**src/hdl/dsa_pkg.sv**
```systemverilog
// Shared constants and types of the dual-slope converter sequencer.
// Assumes a single converter clock; all counts are in clock cycles.
package dsa_pkg;
    // Conversion counts, 16-bit variant
    localparam int CNT_W = 17;
    localparam logic [16:0] INT_COUNT = 17'h08000;
    localparam logic [16:0] DEINT_COUNT = 17'h10000;
    localparam logic [16:0] AZ_COUNT = 17'h08000;
    localparam logic [16:0] CNT_ONE = 17'h00001;
    // Result layout
    localparam int MAG_W = 16;
    localparam int RES_W = 18;
    localparam int POL_BIT = 16;
    localparam int OVR_BIT = 17;
    localparam int GRP_W = 8;
    localparam int GRP_N = 3;
    localparam int HS_WORDS = 3;
    localparam logic [1:0] HS_LAST = 2'h2;
    // Synchronised pin vector positions
    localparam int SY_RUN = 0;
    localparam int SY_MODE = 1;
    localparam int SY_ZC = 2;
    localparam int SY_POL = 3;
    localparam int SY_RDY = 4;
    localparam int SY_CDIS = 5;
    localparam int SY_BDIS = 6;
    localparam int SY_W = 9;
    // Register map
    localparam logic [7:0] REG_CTRL = 8'h00;
    localparam logic [7:0] REG_IRQ_STATUS = 8'h04;
    localparam logic [7:0] REG_IRQ_MASK = 8'h08;
    localparam logic [7:0] REG_RESULT = 8'h0C;
    localparam logic [7:0] REG_STATE = 8'h10;
    localparam logic CTRL_RESET = 1'b1;
    localparam int IRQ_W = 3;
    localparam int IRQ_LATCH = 0;
    localparam int IRQ_OVER = 1;
    localparam int IRQ_HS_DONE = 2;
    localparam logic [2:0] IRQ_MASK_RESET = 3'h0;

    typedef enum logic [1:0] {
        PH_AZ = 2'b00,
        PH_INT = 2'b01,
        PH_DEINT = 2'b10
    } dsa_phase_t;

    typedef enum logic [1:0] {
        HS_IDLE = 2'b00,
        HS_WAIT = 2'b01,
        HS_LOAD = 2'b10,
        HS_BUSY = 2'b11
    } dsa_hs_t;
endpackage

```
**src/hdl/dsa_phase_timer.sv**
```systemverilog
// Phase length counter of the converter sequencer.
// Assumes the caller clears it on every phase change.
`timescale 1ns/1ps
module dsa_phase_timer (
    // Clock and reset
    input wire logic clk,
    input wire logic rstn,
    // Control
    input wire logic clr,
    // Count
    output logic [16:0] count
);
    logic [16:0] next_count;

    always_comb begin
        if (clr) begin
            next_count = '0;
        end else if (count != '1) begin
            next_count = count + dsa_pkg::CNT_ONE;
        end else begin
            next_count = count;
        end
    end

    always_ff @(posedge clk or negedge rstn) begin
        if (!rstn) begin
            count <= '0;
        end else begin
            count <= next_count;
        end
    end
endmodule

```
**src/hdl/dsa_out_group.sv**
```systemverilog
// One enable group of the three-state result outputs.
// Assumes disable inputs are already synchronised.
`timescale 1ns/1ps
module dsa_out_group #(
    parameter int W = 8
) (
    // Clock and reset
    input wire logic clk,
    input wire logic rstn,
    // Disables, active low enable
    input wire logic chip_disn,
    input wire logic byte_disn,
    // Data
    input wire logic [W-1:0] data_in,
    output logic [W-1:0] data_out,
    output logic oe
);
    logic next_oe;

    always_comb begin
        next_oe = !chip_disn && !byte_disn;
    end

    always_ff @(posedge clk or negedge rstn) begin
        if (!rstn) begin
            oe <= 1'b0;
            data_out <= '0;
        end else begin
            oe <= next_oe;
            data_out <= data_in;
        end
    end

    AST_GROUP_OE: assert property (@(posedge clk) disable iff (!rstn)
        1'b1 |=> oe == ($past(!chip_disn) && $past(!byte_disn)))
        else $error("Group enable does not follow the disables");
    AST_ALL_LOW: assert property (@(posedge clk) disable iff (!rstn)
        (!chip_disn && !byte_disn)[*2] |-> oe)
        else $error("Group not driven with all disables low");
endmodule

```
**src/hdl/dsa_top.sv**
```systemverilog
// Digital sequencer and output stage of a dual-slope integrating converter.
// Assumes comparator, polarity and pin inputs are asynchronous to MCLK.
// Operation
// - Auto-zero doubles as idle, then integrate input for fixed clock count.
// - Latch polarity, deintegrate opposite reference, count to zero crossing is result.
// - Mode low starts no new handshake, only plain three-state outputs; one already begun still sends all three words.
// - Status output rises at start of input integrate.
// - Latch result on next clock after crossing; status falls afterwards.
// - Run/hold high converts continuously; low finishes current then waits.
// - Eighteen result lines with polarity and over-range, groups of eight max.
// - Group driven only when chip and its byte disable are low.
// - All disables low drives every output as latched parallel port.
// - Result latched with mode high enters handshake at end of latch cycle.
// - Mode rising enters handshake at once, deferred past a latch cycle.
// - Handshake sends eighteen-bit result as three eight-bit words.
// - With run/hold high a conversion takes a fixed total count.
// - Run/hold low after crossing ends deintegrate, minimum auto-zero, then waits.
`timescale 1ns/1ps
module dsa_top #(
    // Phase counts, shorten in simulation
    parameter logic [16:0] INT_CYC = dsa_pkg::INT_COUNT,
    parameter logic [16:0] DEINT_CYC = dsa_pkg::DEINT_COUNT,
    parameter logic [16:0] AZ_CYC = dsa_pkg::AZ_COUNT
) (
    // Clock and reset
    input wire logic MCLK,
    input wire logic RESETN,
    // Register port
    input wire logic [7:0] REG_ADDR,
    input wire logic [31:0] REG_WDATA,
    input wire logic REG_WR,
    input wire logic REG_RD,
    output logic [31:0] REG_RDATA,
    output logic IRQ,
    // Conversion pins
    input wire logic RUN_HOLD,
    input wire logic MODE,
    input wire logic ZERO_CROSS,
    input wire logic POLARITY_IN,
    output logic AZ_PHASE,
    output logic INT_PHASE,
    output logic DEINT_PHASE,
    output logic REF_POLARITY,
    output logic CONVERSION_ACTIVE_FLAG,
    // Three-state result outputs
    input wire logic CHIP_DISN,
    input wire logic [2:0] BYTE_DISN,
    output logic [17:0] DATA_OUT,
    output logic [2:0] DATA_OE,
    // Handshake
    input wire logic HS_READY,
    output logic [7:0] HS_WORD,
    output logic HS_LOAD,
    output logic HS_ACTIVE
);
    ////////////////////////////////////////////////////////////////////////////////
    // Input synchronisers
    logic [8:0] sy1;
    logic [8:0] sy2;
    logic mode_d;
    logic run_s;
    logic mode_s;
    logic zc_s;
    logic mode_rise;

    always_ff @(posedge MCLK or negedge RESETN) begin
        if (!RESETN) begin
            sy1 <= '0;
            sy2 <= '0;
            mode_d <= 1'b0;
        end else begin
            sy1 <= {BYTE_DISN, CHIP_DISN, HS_READY, POLARITY_IN, ZERO_CROSS, MODE, RUN_HOLD};
            sy2 <= sy1;
            mode_d <= sy2[dsa_pkg::SY_MODE];
        end
    end

    assign mode_s = sy2[dsa_pkg::SY_MODE];
    assign zc_s = sy2[dsa_pkg::SY_ZC];
    assign mode_rise = mode_s && !mode_d;

    ////////////////////////////////////////////////////////////////////////////////
    // Conversion sequencer
    dsa_pkg::dsa_phase_t phase, next_phase;
    logic [16:0] cnt;
    logic cnt_clr;
    logic zc_seen, next_zc_seen;
    logic pol, next_pol;
    logic [17:0] result, next_result;
    logic latch, latched;
    logic over_ev;
    logic status, next_status;
    logic soft_run;

    assign run_s = sy2[dsa_pkg::SY_RUN] && soft_run;

    dsa_phase_timer u_timer (
        .clk(MCLK),
        .rstn(RESETN),
        .clr(cnt_clr),
        .count(cnt)
    );

    // Full-length deintegrate plus fixed auto-zero keeps the cycle constant
    always_comb begin
        next_phase = phase;
        next_zc_seen = zc_seen;
        next_pol = pol;
        next_result = result;
        next_status = status;
        latch = 1'b0;
        over_ev = 1'b0;
        case (phase)
            dsa_pkg::PH_AZ: begin
                if (cnt >= AZ_CYC - dsa_pkg::CNT_ONE && run_s) begin
                    next_phase = dsa_pkg::PH_INT;
                    next_status = 1'b1;
                end
            end
            dsa_pkg::PH_INT: begin
                if (cnt == INT_CYC - dsa_pkg::CNT_ONE) begin
                    next_phase = dsa_pkg::PH_DEINT;
                    next_pol = sy2[dsa_pkg::SY_POL];
                    next_zc_seen = 1'b0;
                end
            end
            dsa_pkg::PH_DEINT: begin
                if (zc_s && !zc_seen) begin
                    latch = 1'b1;
                    next_zc_seen = 1'b1;
                    next_result = {1'b0, pol, cnt[dsa_pkg::MAG_W-1:0]};
                end else if (!zc_seen && cnt == DEINT_CYC - dsa_pkg::CNT_ONE) begin
                    latch = 1'b1;
                    over_ev = 1'b1;
                    next_result = {1'b1, pol, {dsa_pkg::MAG_W{1'b1}}};
                end
                if (cnt == DEINT_CYC - dsa_pkg::CNT_ONE || (zc_seen && !run_s)) begin
                    next_phase = dsa_pkg::PH_AZ;
                end
            end
            default: begin
                next_phase = dsa_pkg::PH_AZ;
            end
        endcase
        if (latched) begin
            next_status = 1'b0;
        end
    end

    assign cnt_clr = next_phase != phase;

    always_ff @(posedge MCLK or negedge RESETN) begin
        if (!RESETN) begin
            phase <= dsa_pkg::PH_AZ;
            zc_seen <= 1'b0;
            pol <= 1'b0;
            result <= '0;
            latched <= 1'b0;
            status <= 1'b0;
            AZ_PHASE <= 1'b1;
            INT_PHASE <= 1'b0;
            DEINT_PHASE <= 1'b0;
            REF_POLARITY <= 1'b0;
        end else begin
            phase <= next_phase;
            zc_seen <= next_zc_seen;
            pol <= next_pol;
            result <= next_result;
            latched <= latch;
            status <= next_status;
            AZ_PHASE <= next_phase == dsa_pkg::PH_AZ;
            INT_PHASE <= next_phase == dsa_pkg::PH_INT;
            DEINT_PHASE <= next_phase == dsa_pkg::PH_DEINT;
            REF_POLARITY <= !next_pol;
        end
    end

    assign CONVERSION_ACTIVE_FLAG = status;

    ////////////////////////////////////////////////////////////////////////////////
    // Three-state result groups
    logic [17:0] grp_in;

    // Fed from the next value so the pins settle a cycle before status falls
    assign grp_in = next_result;

    genvar g;
    generate
        for (g = 0; g < dsa_pkg::GRP_N; g++) begin : g_grp
            localparam int LO = g * dsa_pkg::GRP_W;
            localparam int HI = (LO + dsa_pkg::GRP_W > dsa_pkg::RES_W) ?
                dsa_pkg::RES_W - 1 : LO + dsa_pkg::GRP_W - 1;
            dsa_out_group #(
                .W(HI - LO + 1)
            ) u_grp (
                .clk(MCLK),
                .rstn(RESETN),
                .chip_disn(sy2[dsa_pkg::SY_CDIS]),
                .byte_disn(sy2[dsa_pkg::SY_BDIS + g]),
                .data_in(grp_in[HI:LO]),
                .data_out(DATA_OUT[HI:LO]),
                .oe(DATA_OE[g])
            );
        end
    endgenerate

    ////////////////////////////////////////////////////////////////////////////////
    // Handshake
    dsa_pkg::dsa_hs_t hs, next_hs;
    logic hs_pend, next_hs_pend;
    logic [1:0] hs_idx, next_hs_idx;
    logic [7:0] next_hs_word;
    logic hs_done;
    logic rdy_s;

    assign rdy_s = sy2[dsa_pkg::SY_RDY];

    function automatic logic [7:0] hs_pick(input logic [17:0] r, input logic [1:0] i);
        logic [7:0] w;
        w = 8'h00;
        case (i)
            2'h0: w = r[7:0];
            2'h1: w = r[15:8];
            default: w = {6'h00, r[dsa_pkg::OVR_BIT], r[dsa_pkg::POL_BIT]};
        endcase
        return w;
    endfunction

    always_comb begin
        next_hs = hs;
        next_hs_idx = hs_idx;
        next_hs_pend = 1'b0;
        hs_done = 1'b0;
        case (hs)
            dsa_pkg::HS_IDLE: begin
                if (hs_pend) begin
                    next_hs = dsa_pkg::HS_WAIT;
                end else if (latch && (mode_s || mode_rise)) begin
                    next_hs_pend = 1'b1;
                end else if (mode_rise) begin
                    next_hs = dsa_pkg::HS_WAIT;
                end
                next_hs_idx = 2'h0;
            end
            dsa_pkg::HS_WAIT: begin
                if (rdy_s) begin
                    next_hs = dsa_pkg::HS_LOAD;
                end
            end
            dsa_pkg::HS_LOAD: begin
                next_hs = dsa_pkg::HS_BUSY;
            end
            dsa_pkg::HS_BUSY: begin
                if (!rdy_s) begin
                    if (hs_idx == dsa_pkg::HS_LAST) begin
                        next_hs = dsa_pkg::HS_IDLE;
                        hs_done = 1'b1;
                    end else begin
                        next_hs = dsa_pkg::HS_WAIT;
                        next_hs_idx = hs_idx + 2'h1;
                    end
                end
            end
            default: begin
                next_hs = dsa_pkg::HS_IDLE;
            end
        endcase
        next_hs_word = hs_pick(result, next_hs_idx);
    end

    always_ff @(posedge MCLK or negedge RESETN) begin
        if (!RESETN) begin
            hs <= dsa_pkg::HS_IDLE;
            hs_pend <= 1'b0;
            hs_idx <= 2'h0;
            HS_WORD <= 8'h00;
            HS_LOAD <= 1'b0;
            HS_ACTIVE <= 1'b0;
        end else begin
            hs <= next_hs;
            hs_pend <= next_hs_pend;
            hs_idx <= next_hs_idx;
            HS_WORD <= next_hs_word;
            HS_LOAD <= next_hs == dsa_pkg::HS_LOAD;
            HS_ACTIVE <= next_hs != dsa_pkg::HS_IDLE;
        end
    end

    ////////////////////////////////////////////////////////////////////////////////
    // Register port and interrupt
    logic [2:0] irq_st, next_irq_st;
    logic [2:0] irq_mask, next_irq_mask;
    logic next_soft_run;
    logic [31:0] next_rdata;
    logic [2:0] irq_ev;

    assign irq_ev = {hs_done, over_ev, latch};

    always_comb begin
        next_soft_run = soft_run;
        next_irq_mask = irq_mask;
        next_irq_st = irq_st;
        next_rdata = 32'h00000000;
        if (REG_WR && REG_ADDR == dsa_pkg::REG_CTRL) begin
            next_soft_run = REG_WDATA[0];
        end
        if (REG_WR && REG_ADDR == dsa_pkg::REG_IRQ_MASK) begin
            next_irq_mask = REG_WDATA[dsa_pkg::IRQ_W-1:0];
        end
        if (REG_WR && REG_ADDR == dsa_pkg::REG_IRQ_STATUS) begin
            next_irq_st = irq_st & ~REG_WDATA[dsa_pkg::IRQ_W-1:0];
        end
        // Set after clear so a same-cycle event survives
        next_irq_st = next_irq_st | irq_ev;
        if (REG_RD) begin
            case (REG_ADDR)
                dsa_pkg::REG_CTRL: next_rdata = {31'h00000000, soft_run};
                dsa_pkg::REG_IRQ_STATUS: next_rdata = {29'h00000000, irq_st};
                dsa_pkg::REG_IRQ_MASK: next_rdata = {29'h00000000, irq_mask};
                dsa_pkg::REG_RESULT: next_rdata = {14'h0000, result};
                dsa_pkg::REG_STATE: next_rdata = {28'h0000000, HS_ACTIVE, status, phase};
                default: next_rdata = 32'h00000000;
            endcase
        end
    end

    always_ff @(posedge MCLK or negedge RESETN) begin
        if (!RESETN) begin
            soft_run <= dsa_pkg::CTRL_RESET;
            irq_mask <= dsa_pkg::IRQ_MASK_RESET;
            irq_st <= '0;
            REG_RDATA <= 32'h00000000;
            IRQ <= 1'b0;
        end else begin
            soft_run <= next_soft_run;
            irq_mask <= next_irq_mask;
            irq_st <= next_irq_st;
            REG_RDATA <= next_rdata;
            IRQ <= |(next_irq_st & next_irq_mask);
        end
    end

    ////////////////////////////////////////////////////////////////////////////////
    // Checks
    AST_INT_LEN: assert property (@(posedge MCLK) disable iff (!RESETN)
        (phase == dsa_pkg::PH_INT && cnt == INT_CYC - dsa_pkg::CNT_ONE)
        |=> phase == dsa_pkg::PH_DEINT && INT_PHASE == 1'b0)
        else $error("Integrate phase length wrong");
    AST_RESULT_COUNT: assert property (@(posedge MCLK) disable iff (!RESETN)
        (latch && !over_ev) |=> result[15:0] == $past(cnt[15:0]) && latched)
        else $error("Result is not the count to crossing");
    AST_HS_OFF: assert property (@(posedge MCLK) disable iff (!RESETN)
        (!mode_s && !hs_pend && hs == dsa_pkg::HS_IDLE) |=> !HS_ACTIVE)
        else $error("Handshake active with mode low");
    AST_STATUS_RISE: assert property (@(posedge MCLK) disable iff (!RESETN)
        (phase == dsa_pkg::PH_AZ && next_phase == dsa_pkg::PH_INT)
        |=> status && INT_PHASE)
        else $error("Status not raised at integrate start");
    AST_STATUS_FALL: assert property (@(posedge MCLK) disable iff (!RESETN)
        latch |=> status ##1 !status && $stable(result))
        else $error("Status fall not one cycle after latch");
    AST_HOLD: assert property (@(posedge MCLK) disable iff (!RESETN)
        (phase == dsa_pkg::PH_AZ && !run_s) |=> phase == dsa_pkg::PH_AZ)
        else $error("Conversion started while held");
    AST_TERM: assert property (@(posedge MCLK) disable iff (!RESETN)
        (phase == dsa_pkg::PH_DEINT && zc_seen && !run_s) |=> AZ_PHASE)
        else $error("Deintegrate not ended on hold");
    AST_OVERLOAD: assert property (@(posedge MCLK) disable iff (!RESETN)
        (phase == dsa_pkg::PH_DEINT && !zc_seen && !zc_s
        && cnt == DEINT_CYC - dsa_pkg::CNT_ONE)
        |=> result[dsa_pkg::OVR_BIT] && AZ_PHASE)
        else $error("Overload not flagged");
    AST_HS_RISE: assert property (@(posedge MCLK) disable iff (!RESETN)
        (hs == dsa_pkg::HS_IDLE && !hs_pend && mode_rise && !latch) |=> HS_ACTIVE)
        else $error("Handshake not entered on mode rise");
    AST_HS_LATCH: assert property (@(posedge MCLK) disable iff (!RESETN)
        (hs == dsa_pkg::HS_IDLE && !hs_pend && latch && mode_s)
        |=> !HS_ACTIVE ##1 HS_ACTIVE)
        else $error("Handshake entry not at end of latch cycle");
    AST_HS_WORDS: assert property (@(posedge MCLK) disable iff (!RESETN)
        hs_done |-> hs_idx == dsa_pkg::HS_LAST)
        else $error("Handshake ended before three words");
endmodule

```
**config.mk**
```make
export PLATFORM = sky130hd
export DESIGN_NAME = dsa_top
export DESIGN_NICKNAME = d
export VERILOG_FILES = /design/src/hdl/dsa_pkg.sv /design/src/hdl/dsa_phase_timer.sv /design/src/hdl/dsa_out_group.sv /design/src/hdl/dsa_top.sv
export SDC_FILE = /design/constraint.sdc
export NUM_CORES = 1
export LEC_CHECK = 0
export BUFFER_PORTS_ARGS = -buffer_cell sky130_fd_sc_hd__buf_2
export CORE_MARGIN = 8
export CORE_UTILIZATION = 36
export CTS_CLUSTER_DIAMETER = 40
export DETAILED_ROUTE_END_ITERATION = 12
export SYNTH_ARGS = -nofsm -noshare
export SYNTH_HDL_FRONTEND = slang
export SYNTH_SLANG_ARGS = --single-unit
```
**constraint.sdc**
```tcl
create_clock -name MCLK -period 3.1 [get_ports MCLK]
set_input_delay 0.62 -clock MCLK [delete_from_list [all_inputs] [get_ports MCLK]]
set_output_delay 0.62 -clock MCLK [all_outputs]
set_load 0.1 [all_outputs]
```
Word level (Yosys, flattened, before mapping)

Index checks and enable logic that the tools add are counted.

Bits in registers: 140
Bits in latches: 0
Memory bits (writable): 0
Bits in read-only memories: 0
Bits of input ports: 53
Word-level logic and storage cells: 137
Memories: 0

Add/subtract/negate cells: 2
Multiply operators: 0
Divide/modulo/power cells: 0
Magnitude comparators: 1
Equal/unequal tests: 20
Shifts and indexed selects: 0
Muxes and demuxes: 43
Bitwise operators: 4
Reductions and logical operators: 36

Operators with widths:

| cell                  | count |
|---|---|
| $pmux 18 s5           | 1 |
| $mux 18               | 4 |
| $mux 17               | 2 |
| $mux 2                | 10 |
| $mux 1                | 19 |
| $add 17x1->17 const B | 1 |
| $eq 17x15->1 const B  | 1 |
| $eq 17x16->1 const B  | 1 |
| $ge 17x15->1 const B  | 1 |
| $ne 17x17->1 const B  | 1 |
| $eq 8x4->1 const B    | 2 |
| $pmux 8 s2            | 1 |
| $logic_and 1x1->1     | 13 |
| $eq 2x2->1 const B    | 6 |
| $reduce_bool 2->1     | 5 |
| $eq 2x1->1 const B    | 4 |
| $eq 8x3->1 const B    | 1 |
| $eq 8x5->1 const B    | 1 |
| $logic_not 1->1       | 8 |
| $logic_not 2->1       | 4 |
| $logic_not 8->1       | 1 |
| $pmux 2 s4            | 1 |
| $and 3x3->3           | 2 |
| $mux 3                | 2 |
| other kinds (12)      | 14 |

Depth between registers and ports, before layout

Depth in word-level cells: 10
Gate-level depth with buffers: 9
Gate-level depth less buffers: 9

By module

From an unflattened synthesis, not the netlist that was laid out.

Cell total of the unflattened synthesis: 443
Area, all modules: 5,076.1 um^2

By module, submodules not included:

| module                              | instances | cells an instance | area an instance (um^2) | sequential area each (um^2) |
|---|---|---|---|---|
| dsa_top                             | 1         | 331               | 3,651.0                 | 2,204.6 |
| dsa_phase_timer                     | 1         | 88                | 888.4                   | 425.4 |
| dsa_out_group at g_grp[0].u_grp ... | 2         | 10                | 229.0                   | 225.2 |
| dsa_out_group at g_grp[2].u_grp     | 1         | 4                 | 78.8                    | 75.1 |

Worst setup path before layout

No wires, ideal clock.

Path kind: reg-to-reg
Start: register u_timer.count[0]
End: register IRQ
Data arrival time: 2.300 ns
Required time: 2.974 ns
Setup slack: 0.674 ns
Cell stages (with the launch flop): 9
Path buffers: 0
Path through: dfrtp_1 > ha_1 > and2_4 > and3_2 > ha_1 > o21ai_0 > clkinv_1 > a21o_1 > a221o_1

Cells in the longest elaborated chain, start to end: 8

RTL lines:

| item                   | RTL line              | RTL |
|---|---|---|
| start, declared        | dsa_phase_timer.sv:11 | `output logic [16:0] count` |
| start signal, assigned | dsa_phase_timer.sv:29 | `count <= next_count;` |
| $eq 17x16->1           | dsa_top.sv:132        | `end else if (!zc_seen && cnt == DEINT_CYC - dsa_pkg::CNT_ONE) begin` |
| $logic_and 1x1->1      | dsa_top.sv:132        |  |
| $mux 1                 | dsa_top.sv:132        |  |
| $mux 1                 | dsa_top.sv:128        | `if (zc_s && !zc_seen) begin` |
| $mux 1                 | dsa_top.sv:113        | `case (phase)` |
| $or 3x3->3             | dsa_top.sv:314        | `next_irq_st = next_irq_st \| irq_ev;` |
| net next_irq_st[0]     | dsa_top.sv:291        | `logic [2:0] irq_st, next_irq_st;` |
| $and 3x3->3            | dsa_top.sv:339        | `IRQ <= \|(next_irq_st & next_irq_mask);` |
| $reduce_or 3->1        | dsa_top.sv:339        |  |
| end signal, assigned   | dsa_top.sv:339        |  |
| end, declared          | dsa_top.sv:34         | `output logic IRQ,` |

The timed path passes the listed nets, and every way through them passes these cells.
A chain may end at the register's enable or synchronous reset.

Final worst setup path

Same ends and word-level chain as after synthesis.

==> flow_summary.ini <==
[sta]
min_period_ns = 2.58
setup_tns_ns = 0
fin_skew_ns = 0.00738
setup_viol = 0
hold_viol = 0
worstMarginPinSlew_ns = 0.815
max_freq_mhz = 388
finalMaxSlewViolations = 0
timing.final.crit_share_pct = 83.2
rsz0062_at_grt = false
max_slew_margin_pct = 45.0

[final_layout]
insertedDiodeCount = 0
final_util_pct = 42.7
syn2layout_area_growth_pct = 17.6
drive_above_1_share_pct = 27.2
finalNetCount = 517
num-fill-cells = 1173

[setup_path]
cp-end-kind = flop
critPathSlowestCell = dfrtp_1
rr_startpoint = u_timer.count[0]$_DFFE_PN0P_
worstPathCellList = ha_1, and2_4, and3_2, ha_1, o21ai_0, clkinv_1, a21o_1, a221o_1
r2r_slack_ns = 0.52
critPathMaxStageDelay_ns = 0.43
ff2ff_path_depth = 8
reg2reg_to = IRQ$_DFF_PN0_
startpoint_type = flop
worst-path-max-fanout = 8
required_ns = 3.32
cp.arrival_ns = 2.80
crit_type = reg -> reg
cpMostUsedCell = ha_1

[grt]
grt_usage_pct = 12.1
grt_max_degree = 39
grt_busiest_layer = met2
grt_pass1_wl_mm = 15.5
met1_usage_pct = 14.8
overflow = 0
antenna_found_initial = 0
met2_usage_pct = 19.7
grt_pass1_vias = 3031
met3_usage_pct = 3.08

[clocking]
cts_tree = built
cts_buffer_depth = 2
clk_pin_slew_ns = 0.07
htree_levels = 3
cts_buffers = 9
clock_latency_ns = 0.34
root_buffer = clkbuf_16
hold_buffers = 0
cts-resized-gates = 0
cts_sinks = 108
postCtsSetupBuffers = 0

[flow_run]
max_cap_viol_count = 0

[power_and_ir_drop]
vdd_ir_drop_max_mv = 0.362
p_leak_nw = 2.77
power_density_nw_per_um2 = 566

[die]
fp.dieW_um = 128
placementRows = 41
die_h_um = 128
dieArea_sq_um = 16400
start_util_pct = 36.3
core_area_sq_um = 12500
io_pins = 122

[worst_hold_path]
hp-class = in -> async

[yosys]
seq_area_frac_synth_pct = 59.7
yosysWarnings = 0
synthArstFlopShare_pct = 100
yosysTopAreaCellShare_pct = 58.5
post_synth.cell_area_avg_sq_um = 12.1
synth_area_sq_um = 4530
ys_top_cells_by_area = dfrtp_1 (59%), nor2_1 (3.4%), buf_4 (3.0%), o22a_1 (2.9%), xor2_1 (2.7%)
synth.ff_latch_count = 108
yosys.area.top_type = dfrtp_1
synth_edf_count = 0
synth_cell_type_count = 57
synth_ff_type = dfrtp_1
netlist_instances = 375

[route]
postRouteAntennaNets = 0
drt_wl_total_mm = 9.71
first_pass_iters = 4
drt_iter0_markers = 143
drcViolationCount = 0
vias = 2973
routedWlPerCell_um = 15.4
vias_per_cell = 4.70

[placement]
dp_hpwl_mm = 7.20
gp_congestion = 0.837
place.port_buffers = 78

[outcome]
status = completed
==> sequential cells by signal (all words and copies together) (netlist names), 2 cells and up <==
signal,count
g_grp.u_grp.data_out,15
HS_WORD,8
phase,2
u_timer.count,17
REG_RDATA,18
sy1,9
hs_idx,2
g_grp.u_grp.oe,3
hs,2
irq_st,3
sy2,9
result,3
irq_mask,3
==> layout make-up <==
| cell class | instances | area, sq um | share of cell area (%) |
|---|---|---|---|
| Clock buffer | 11 | 243 | 4.56 |
| Clock inverter | 5 | 42.5 | 0.798 |
| Inverter | 11 | 41.3 | 0.775 |
| Multi-Input combinational cell | 240 | 1640 | 30.7 |
| Sequential cell | 108 | 2710 | 50.8 |
| Tap cell | 172 | 215 | 4.04 |
| Timing Repair Buffer | 85 | 445 | 8.36 |
==> worst max-delay path by stage <==
stage                                            start       endpoint  cells after the start
after floorplan           u_timer.count[0]$_DFFE_PN0P_  IRQ$_DFF_PN0_                      8
after global placement    u_timer.count[0]$_DFFE_PN0P_  IRQ$_DFF_PN0_                      8
after detailed placement  u_timer.count[0]$_DFFE_PN0P_  IRQ$_DFF_PN0_                      8
after CTS                 u_timer.count[0]$_DFFE_PN0P_  IRQ$_DFF_PN0_                      8
after global routing      u_timer.count[0]$_DFFE_PN0P_  IRQ$_DFF_PN0_                      8
final                     u_timer.count[0]$_DFFE_PN0P_  IRQ$_DFF_PN0_                      8
==> critical path: cells and delay by family, from the launching register on <==
family                     cells  cell delay (ns)
DFF                            1             0.43
and+or+nand+nor                2             0.42
AOI/OAI and AO/OA              3             0.90
buffers and inverters          1             0.16
adders and majority gates      2             0.56
==> synth_stat cells, types with 3 or more instances <==
library cell	n
xor2_1	14
a32o_1	3
o21ai_0	8
a22oi_1	5
nand2_1	20
mux2_2	7
clkbuf_1	4
and2_1	19
nor3b_1	3
a31oi_1	3
nor2_1	41
buf_4	18
mux2i_1	10
inv_1	10
nand3_1	8
and3_1	3
buf_2	4
nor2b_1	7
o22a_1	15
ha_1	9
a21oi_1	4
nand4_1	5
nor3_1	4
dfrtp_1	106
a21o_1	4
==> where the power goes <==
part / leakage (nW) / internal [mW] / switching [mW]
Combinational: 1.20 / 0.113 / 0.324
Sequential: 1.43 / 1.45 / 0.0320
Clock: 0.142 / 0.578 / 0.518
==> per-stage QoR <==
stage	area (sq um)	power (mW)	instances	hold slack, ns	setup WS, ns
floorplan	4580	1.85	388	0.324	0.674
finish	5330	3.02	632	0.244	0.521
global placement	5040	1.93	616	0.331	0.569
CTS	5330	3.05	632	0.262	0.501
detailed placement	5040	1.95	616	0.336	0.506
global route	5330	3.14	632	0.273	0.343
==> cell usage in the layout, fill, tap and decap left out, types with 4 or more instances in the layout <==
cell       synthesis  final
and2_1            19     19
mux2_2             7      7
dfrtp_1          106    106
nor2_1            41     41
clkbuf_16          0      9
buf_4             18      8
xor2_1            14     14
inv_1             10     10
a22oi_1            5      5
nor3_1             4      4
buf_2              4     77
nor2b_1            7      7
conb_1             1     14
nand3_1            8      8
a21oi_1            4      4
o22a_1            15     15
a21o_1             4      4
ha_1               9      9
nand4_1            5      5
o21ai_0            8      8
nand2_1           20     20
mux2i_1           10     10
==> layer usage <==
layer  vias to the layer above  share of wire, %
met5                         -                 0
met4                         0               1.6
met3                         9               4.3
met2                        66                48
met1                      1475                46
li1                       1423                 -
==> logic make-up after synthesis <==
group / share of synthesized area [%]
simple gates: 15.4
flops: 59.7
compound gates: 9.53
buf+inv: 5.27
mux: 4.61
xor+xnor: 2.90
fa+ha+maj: 2.49
other cells: 0.0828
Note: power is estimated with default switching activity, not from simulation.
